===== config.mk =====
export PLATFORM = sky130hd
export DESIGN_NAME = phgdr_top
export DESIGN_NICKNAME = d
export VERILOG_FILES = /design/src/phgdr_pkg.sv /design/src/phgdr_delay_reg.sv /design/src/phgdr_top.sv
export SDC_FILE = /design/constraint.sdc
export NUM_CORES = 1
export LEC_CHECK = 0
export CAP_MARGIN = 25
export CORE_ASPECT_RATIO = 0.5
export CORE_MARGIN = 2
export CORE_UTILIZATION = 40
export DETAILED_ROUTE_END_ITERATION = 10
export DONT_BUFFER_PORTS = 1
export GPL_TIMING_DRIVEN = 0
export MAX_ROUTING_LAYER = met4
export PLACE_DENSITY_LB_ADDON = 0.25
export SYNTH_ARGS = -nofsm -noshare
export SYNTH_HDL_FRONTEND = slang
export SYNTH_SLANG_ARGS = --single-unit

===== constraint.sdc =====
create_clock -name ref_clk -period 4.45 [get_ports ref_clk]
set_clock_uncertainty 0.2 [all_clocks]
set_input_delay 0.6675 -clock ref_clk [delete_from_list [all_inputs] [get_ports ref_clk]]
set_output_delay 0.6675 -clock ref_clk [all_outputs]
set_load 0.01 [all_outputs]

===== src/phgdr_pkg.sv =====
// Constants for the phase gated delay register: register map, fields,
// reset values and bus response codes.
// Assumes one 50 MHz domain clock and a 32-bit AXI4-Lite register bus.
`default_nettype none

package phgdr_pkg;

    // Register byte offsets
    localparam logic [3:0] PHGDR_OFS_PATTERN = 4'h0;
    localparam logic [3:0] PHGDR_OFS_LENGTH = 4'h4;
    localparam logic [3:0] PHGDR_OFS_STATUS = 4'h8;
    localparam logic [3:0] PHGDR_OFS_DATA = 4'hC;

    // Pattern geometry: position i of the string sits in bit i
    localparam int PHGDR_PAT_MAX = 32;
    localparam int PHGDR_POS_W = 5;
    localparam int PHGDR_LEN_W = 6;

    // Field positions inside STATUS
    localparam int PHGDR_ST_POS_LSB = 0;
    localparam int PHGDR_ST_ENA_BIT = 8;

    // Reset values: single position holding a one, always enabled
    localparam logic [31:0] PHGDR_PATTERN_RST = 32'h0000_0001;
    localparam logic [5:0] PHGDR_LENGTH_RST = 6'h01;
    localparam logic [4:0] PHGDR_POS_RST = 5'h00;

    // AXI response codes
    localparam logic [1:0] PHGDR_RESP_OKAY = 2'h0;
    localparam logic [1:0] PHGDR_RESP_DECERR = 2'h3;

    // Clock figure, kept for reference by timing-aware users
    localparam int PHGDR_CLK_PERIOD_NS = 20;

endpackage : phgdr_pkg

`default_nettype wire


===== src/phgdr_delay_reg.sv =====
// Clock-enabled delay register with its own optional asynchronous clear.
// Assumes the domain reset is already active high at this port.
`timescale 1ns/100ps
`default_nettype none

module phgdr_delay_reg #(
    parameter int WIDTH = 16
) (
    input wire logic ref_clk,
    input wire logic dom_rst,
    input wire logic local_aclr,
    input wire logic ena,
    input wire logic [WIDTH-1:0] din,
    output var logic [WIDTH-1:0] dout_q
);
    import phgdr_pkg::*;

    // Own clear is merged with the domain reset
    wire logic clr_any;
    assign clr_any = dom_rst | local_aclr;

    // Rising-edge capture, asynchronous clear to zero, hold when disabled
    always_ff @(posedge ref_clk or posedge clr_any) begin
        if (clr_any) begin
            dout_q <= '0;
        end else if (ena) begin
            dout_q <= din;
        end
    end

endmodule : phgdr_delay_reg

`default_nettype wire


===== src/phgdr_top.sv =====
// Phase gated delay register with AXI4-Lite control.
// A cyclic pattern of enable bits, one position per clock, gates a
// delay register so that slow sample rates ride on one fast clock.
// Assumes upstream logic changes din between rising edges and that the
// domain reset is applied before meaningful operation.
`timescale 1ns/100ps
`default_nettype none

// How it works
// - Pattern position advances once per fast clock, wrapping back to the start.
// - Position bit one enables capture; zero makes the register hold.
// - Pattern "1" of length one enables every cycle, passing all samples.
// - Pattern "10" enables alternate cycles, passing every other sample.
// - Pattern "0100" enables only the second cycle of every four.
// - Pattern "100" gives a decimate-by-three shift register starting at zero.
// - The clock domain has its own reset input resetting all its registers.
// - Synthesized clock domains reuse their input clock domain's reset.
// - Every register's reset ties to this domain's top-level reset port.
// - Enable decode is combinational in-slot; data output is registered.
// - All registers update on the rising edge of the domain clock.
// - Registers clear asynchronously from the domain reset.
// - Element's own clear is ORed with the domain reset.
// - Optional external enable and clear; unused they are one and zero.
// - Default domain may use an active-low reset input.
// - Active-low reset pin is inverted so logic sees active high.
module phgdr_top #(
    parameter int WIDTH = 16,
    parameter bit RST_ACTIVE_LOW = 1'b0
) (
    input wire logic ref_clk,
    input wire logic sys_rst,
    // Data path
    input wire logic [WIDTH-1:0] din,
    output logic [WIDTH-1:0] dout,
    output logic phase_ena,
    // Optional external controls
    input wire logic ext_ena,
    input wire logic ext_aclr,
    // AXI4-Lite slave
    input wire logic [3:0] s_axi_awaddr,
    input wire logic s_axi_awvalid,
    output logic s_axi_awready,
    input wire logic [31:0] s_axi_wdata,
    input wire logic [3:0] s_axi_wstrb,
    input wire logic s_axi_wvalid,
    output logic s_axi_wready,
    output logic [1:0] s_axi_bresp,
    output logic s_axi_bvalid,
    input wire logic s_axi_bready,
    input wire logic [3:0] s_axi_araddr,
    input wire logic s_axi_arvalid,
    output logic s_axi_arready,
    output logic [31:0] s_axi_rdata,
    output logic [1:0] s_axi_rresp,
    output logic s_axi_rvalid,
    input wire logic s_axi_rready
);
    import phgdr_pkg::*;

    // Domain reset, polarity corrected so everything inside is active high.
    // Any derived domain shares this same reset rather than its own
    wire logic dom_rst;
    assign dom_rst = sys_rst ^ RST_ACTIVE_LOW;

    // Control and sequencing state
    logic [31:0] pattern_q;
    logic [PHGDR_LEN_W-1:0] length_q;
    logic [PHGDR_POS_W-1:0] pos_q;
    logic [PHGDR_POS_W-1:0] pos_d;

    // Bus state
    logic aw_held_q;
    logic [3:0] aw_addr_q;
    logic w_held_q;
    logic [31:0] w_data_q;
    logic [3:0] w_strb_q;
    logic bvalid_q;
    logic [1:0] bresp_q;
    logic rvalid_q;
    logic [31:0] rdata_q;
    logic [1:0] rresp_q;

    // Length zero is treated as one; lengths past the maximum clip to it
    wire logic [PHGDR_LEN_W-1:0] len_eff;
    wire logic [PHGDR_POS_W-1:0] last_pos;
    assign len_eff = (length_q == '0) ? PHGDR_LENGTH_RST :
        (length_q > PHGDR_LEN_W'(PHGDR_PAT_MAX)) ?
        PHGDR_LEN_W'(PHGDR_PAT_MAX) : length_q;
    assign last_pos = PHGDR_POS_W'(len_eff - PHGDR_LEN_W'(1));

    // Enable decode in the same slot as the position, no extra latency
    wire logic pat_bit;
    wire logic delay_ena;
    assign pat_bit = pattern_q[pos_q];
    assign delay_ena = pat_bit & ext_ena;
    assign phase_ena = delay_ena;

    // Write channel bookkeeping
    wire logic aw_take;
    wire logic w_take;
    wire logic wr_fire;
    wire logic wr_hit;
    assign aw_take = s_axi_awvalid & ~aw_held_q & ~bvalid_q;
    assign w_take = s_axi_wvalid & ~w_held_q & ~bvalid_q;
    assign s_axi_awready = ~aw_held_q & ~bvalid_q;
    assign s_axi_wready = ~w_held_q & ~bvalid_q;
    assign wr_fire = aw_held_q & w_held_q & ~bvalid_q;
    assign wr_hit = (aw_addr_q == PHGDR_OFS_PATTERN) |
        (aw_addr_q == PHGDR_OFS_LENGTH);

    // Byte-lane merge for the pattern register
    wire logic [31:0] pattern_wr;
    wire logic [7:0] length_wr;
    genvar gb;
    generate
        for (gb = 0; gb < 4; gb++) begin : g_lane
            assign pattern_wr[gb*8 +: 8] = w_strb_q[gb] ?
                w_data_q[gb*8 +: 8] : pattern_q[gb*8 +: 8];
        end
    endgenerate
    assign length_wr = w_strb_q[0] ? w_data_q[7:0] :
        {2'h0, length_q};

    wire logic pat_wr_en;
    wire logic len_wr_en;
    assign pat_wr_en = wr_fire & (aw_addr_q == PHGDR_OFS_PATTERN);
    assign len_wr_en = wr_fire & (aw_addr_q == PHGDR_OFS_LENGTH);

    // Position walks the pattern and wraps; reprogramming restarts it
    assign pos_d = (pat_wr_en | len_wr_en) ? PHGDR_POS_RST :
        (pos_q >= last_pos) ? PHGDR_POS_RST :
        PHGDR_POS_W'(pos_q + PHGDR_POS_W'(1));

    always_ff @(posedge ref_clk or posedge dom_rst) begin
        if (dom_rst) begin
            pos_q <= PHGDR_POS_RST;
        end else begin
            pos_q <= pos_d;
        end
    end

    // Pattern and length hold the enable program
    always_ff @(posedge ref_clk or posedge dom_rst) begin
        if (dom_rst) begin
            pattern_q <= PHGDR_PATTERN_RST;
            length_q <= PHGDR_LENGTH_RST;
        end else begin
            if (pat_wr_en) begin
                pattern_q <= pattern_wr;
            end
            if (len_wr_en) begin
                length_q <= length_wr[PHGDR_LEN_W-1:0];
            end
        end
    end

    // The gated delay itself, reset zero so decimation starts from zero
    phgdr_delay_reg #(
        .WIDTH(WIDTH)
    ) u_delay (
        .ref_clk(ref_clk),
        .dom_rst(dom_rst),
        .local_aclr(ext_aclr),
        .ena(delay_ena),
        .din(din),
        .dout_q(dout)
    );

    // Write address and data are caught separately, in either order
    always_ff @(posedge ref_clk or posedge dom_rst) begin
        if (dom_rst) begin
            aw_held_q <= 1'b0;
            aw_addr_q <= 4'h0;
            w_held_q <= 1'b0;
            w_data_q <= 32'h0000_0000;
            w_strb_q <= 4'h0;
        end else begin
            if (aw_take) begin
                aw_held_q <= 1'b1;
                aw_addr_q <= s_axi_awaddr;
            end else if (wr_fire) begin
                aw_held_q <= 1'b0;
            end
            if (w_take) begin
                w_held_q <= 1'b1;
                w_data_q <= s_axi_wdata;
                w_strb_q <= s_axi_wstrb;
            end else if (wr_fire) begin
                w_held_q <= 1'b0;
            end
        end
    end

    // Write response; unmapped or read-only offsets answer DECERR
    always_ff @(posedge ref_clk or posedge dom_rst) begin
        if (dom_rst) begin
            bvalid_q <= 1'b0;
            bresp_q <= PHGDR_RESP_OKAY;
        end else if (wr_fire) begin
            bvalid_q <= 1'b1;
            bresp_q <= wr_hit ? PHGDR_RESP_OKAY : PHGDR_RESP_DECERR;
        end else if (s_axi_bready) begin
            bvalid_q <= 1'b0;
        end
    end
    assign s_axi_bvalid = bvalid_q;
    assign s_axi_bresp = bresp_q;

    // Read decode; status shows the live position and pattern bit, before ext_ena gating
    wire logic [31:0] status_word;
    wire logic [31:0] data_word;
    wire logic [31:0] rd_word;
    wire logic rd_hit;
    assign status_word = (32'(pos_q) << PHGDR_ST_POS_LSB) |
        (32'(pat_bit) << PHGDR_ST_ENA_BIT);
    assign data_word = 32'(dout);
    assign rd_hit = (s_axi_araddr == PHGDR_OFS_PATTERN) |
        (s_axi_araddr == PHGDR_OFS_LENGTH) |
        (s_axi_araddr == PHGDR_OFS_STATUS) |
        (s_axi_araddr == PHGDR_OFS_DATA);
    assign rd_word =
        (s_axi_araddr == PHGDR_OFS_PATTERN) ? pattern_q :
        (s_axi_araddr == PHGDR_OFS_LENGTH) ? 32'(length_q) :
        (s_axi_araddr == PHGDR_OFS_STATUS) ? status_word :
        (s_axi_araddr == PHGDR_OFS_DATA) ? data_word : 32'h0000_0000;

    // One read in flight; address is refused while the answer waits
    assign s_axi_arready = ~rvalid_q;
    always_ff @(posedge ref_clk or posedge dom_rst) begin
        if (dom_rst) begin
            rvalid_q <= 1'b0;
            rdata_q <= 32'h0000_0000;
            rresp_q <= PHGDR_RESP_OKAY;
        end else if (s_axi_arvalid & ~rvalid_q) begin
            rvalid_q <= 1'b1;
            rdata_q <= rd_word;
            rresp_q <= rd_hit ? PHGDR_RESP_OKAY : PHGDR_RESP_DECERR;
        end else if (s_axi_rready) begin
            rvalid_q <= 1'b0;
        end
    end
    assign s_axi_rvalid = rvalid_q;
    assign s_axi_rdata = rdata_q;
    assign s_axi_rresp = rresp_q;

endmodule : phgdr_top

`default_nettype wire


==> run_results.csv <==
group,metric,value,unit
sta,period_share,71.7,%
worst_setup_path,r2r_cells,9,
sta,hold_viol,0,
global_routing,grt_max_degree,93,
floorplan,die_h,90.6,um
global_routing,grt-ovfl-total,0,
worst_setup_path,cp.arrival,2.32,ns
sta,setup_viol,0,
worst_setup_path,r2r_end,"pos_q[4]",
hold_path,hp-start,"s_axi_rready",
cts,cts_sinks,137,
final_layout,final_core_util,47.2,%
final_layout,multi_input_area,2390,um2
synthesis,synth_cell_types,43,
floorplan,pin_count,127,
global_routing,track_usage,17.9,%
final_layout,drive_above_1_share,29.3,%
worst_setup_path,critPathMaxFanout,10,
synthesis,syn_area,5990,um2
cts,cts_buffers,17,
cts,cts_tree,"done",
placed_design,dp.cells,664,
worst_setup_path,path_class,"reg -> out",
synthesis,async_reset_ff_share,100,%
route,wl,13300,um
global_routing,antenna_found_initial,1,
sta,tightest_slew,1.02,ns
hold_path,hold_end,"s_axi_rvalid",
synthesis,synth_edf_count,0,
final_layout,seq_area,3430,um2
floorplan,die_w,177,um
route,ant_nets,0,
worst_setup_path,rrSetupSlack,1.72,ns
sta,timing.slew.headroom,31.3,%
synthesis,yosysSeqAreaShare,57.2,%
final_layout,final_cell_count_no_fill,698,
route,wl_per_cell,19.1,um
floorplan,initial_utilization,41.2,%
job,max_cap_viol_count,0,
cts,clkSlewWorstSetupHoldPaths,0.06,ns
worst_setup_path,required,3.58,ns
worst_setup_path,start_kind,"flip-flop",
pwr,p_leak,0.00320,uW
synthesis,ys_ff_latch,137,
floorplan,rows,31,
final_layout,fill_cells,1313,
worst_setup_path,cp-end-kind,"output pin",
sta,fmax,313,MHz
sta,finalCriticalPeriod,3.19,ns
synthesis,syn-instance-count,464,
floorplan,die-area,16000,um2
cts,clock-root-buffer,"clkbuf_16",
hold_path,hold_depth,1,
global_routing,grt_pass1_wl,21200,um
cts,worstSkewPairLatency,0.41,ns
sta,maxSlewViolCount,0,
synthesis,ys_warn_count,0,
route,drc,0,
pwr,peakVddDrop,0.000323,V
final_layout,final_area,6870,um2
cts,cts.repair.resized,0,
hold_path,hold_class,"in -> reg",
outcome,status,"complete, no violations",
final_layout,area_delta_synth_final,14.6,%
floorplan,coreArea,14500,um2
cts,htreeDepth,4,
cts,cts_setup_buffers,0,
route,viasPerCell,5.20,
route,drtPass1Iterations,4,
route,detail_route.iter0.violations,191,
placed_design,io_buffers,0,
final_layout,nets,563,
synthesis,synth_nets,540,
sta,rsz0062_at_grt,"no",
placed_design,hpwlAfterDp,9450,um
synthesis,syn_avg_cell_area,12.9,um2
sta,worst_hold_slack,0.149,ns
cts,clockBufferDepth,2,
global_routing,grt_pass1_vias,3708,
cts,holdBufCountCts,2,
route,num_vias,3630,
worst_setup_path,r2r_start,"length_q[4]",
pwr,power_density,716,nW/um2
synthesis,synth_ff_type,"dfrtp_1",
placed_design,placed_area,6280,um2
placed_design,gp_congestion,0.776,
-- routing by layer --
metal  share of wire (%)  routed length (um)  up-vias  track usage (%)
li1                    -                   -     1694                -
met1                  47                6220     1865             24.6
met2                  47                6240       63             25.8
met3                 5.7                 761        8             5.60
met4                0.76                 101        0             4.75
met5                   0                   0        -                -
-- state kept, by name (all words and copies together) (netlist names), 4 cells and up --
| signal | flops |
|---|---|
| u_delay.dout_q | 16 |
| pattern_q | 32 |
| length_q | 6 |
| w_strb_q | 4 |
| w_data_q | 32 |
| s_axi_rdata | 32 |
| aw_addr_q | 4 |
| pos_q | 5 |
-- layout make-up --
cell class / count / share of cell area, %
inverters: 8 / 0.510
clock inverters: 8 / 1.40
multi-input cells: 296 / 34.8
well taps: 198 / 3.61
repair buffers: 4 / 0.802
flip-flops and latches: 137 / 50.0
clock buffers: 23 / 6.81
plain buffers: 23 / 2.04
diodes: 1 / 0.0364
-- synth_stat cells, types with 2 or more instances --
cell type | count | share of area (%)
dfrtp_1 | 135 | 56
nand2b_1 | 3 | 0.31
a22o_1 | 5 | 0.73
nor4_2 | 2 | 0.42
a221oi_1 | 10 | 1.5
o21ai_0 | 6 | 0.50
nor2_1 | 33 | 2.1
buf_4 | 2 | 0.25
nand2_1 | 45 | 2.8
nor2b_1 | 6 | 0.63
mux2_1 | 2 | 0.38
a21o_1 | 5 | 0.63
buf_12 | 2 | 0.67
mux2_2 | 82 | 15
nand2_2 | 5 | 0.52
o31ai_1 | 2 | 0.25
nand3_1 | 23 | 1.9
mux2i_1 | 16 | 2.7
clkbuf_1 | 13 | 0.81
mux4_2 | 4 | 1.5
a22oi_1 | 4 | 0.50
buf_2 | 5 | 0.42
inv_1 | 8 | 0.50
mux2_4 | 9 | 2.3
ha_1 | 7 | 1.5
and3_1 | 2 | 0.21
dfstp_2 | 2 | 0.88
and2_1 | 2 | 0.21
xnor2_1 | 2 | 0.29
a21oi_1 | 7 | 0.58
a211oi_1 | 2 | 0.25
xor2_1 | 2 | 0.29
-- worst max path at each step --
stage	start	endpoint	cells past startpoint
after floorplan	sys_rst	aw_addr_q[0]	1
after global placement	sys_rst	s_axi_rdata[19]	1
after detailed placement	pos_q[1]	phase_ena	9
after CTS	pos_q[1]	phase_ena	9
after global routing	pos_q[1]	phase_ena	9
final	pos_q[1]	phase_ena	9
-- through the flow --
step	setup WS, ns	setup TNS, ns	total power [uW]
floorplan	0.372	0	3240
global placement	-1.01	-119.85	3550
detailed placement	1.68	0	3600
CTS	1.22	0	4980
global route	1.12	0	5240
finish	1.26	0	4920
-- power by group --
part           total, uW  switching (uW)  internal, uW
sequential          2140             431          1710
clock               1350             499           848
combinational       1430             618           814
-- kinds of logic (layout without fill, tap and decap cells) --
family	Yosys count	in the layout	synth area share (%)
XOR/XNOR	4	4	0.585
other	0	1	0
multiplexers	114	114	22.7
AO/OA/AOI/OAI	45	45	5.55
adder cells (fa/ha/maj)	7	7	1.46
buffers and inverters	31	66	2.84
flip-flops	137	137	57.2
AND/OR/NAND/NOR	126	126	9.67
-- critical path: stages (launching register included) --
cell and delay [ns]:
dfrtp_1 0.38, buf_6 0.21, buf_12 0.17, mux2i_1 0.28, a21oi_1 0.10, nand3_1 0.11
nand2_2 0.09, o21ai_4 0.29, buf_12 0.19, inv_1 0.08
-- cells in the final DEF, fill, tap and decap left out, types with 7 or more instances in the layout --
| cell type | n |
|---|---|
| mux2i_1 | 16 |
| dfrtp_1 | 135 |
| a21oi_1 | 7 |
| clkbuf_1 | 17 |
| nand2_1 | 45 |
| nand3_1 | 23 |
| nor2_1 | 33 |
| mux2_4 | 9 |
| ha_1 | 7 |
| inv_1 | 7 |
| a221oi_1 | 10 |
| clkbuf_16 | 17 |
| mux2_2 | 82 |
Power figures use the tool's default switching activity.
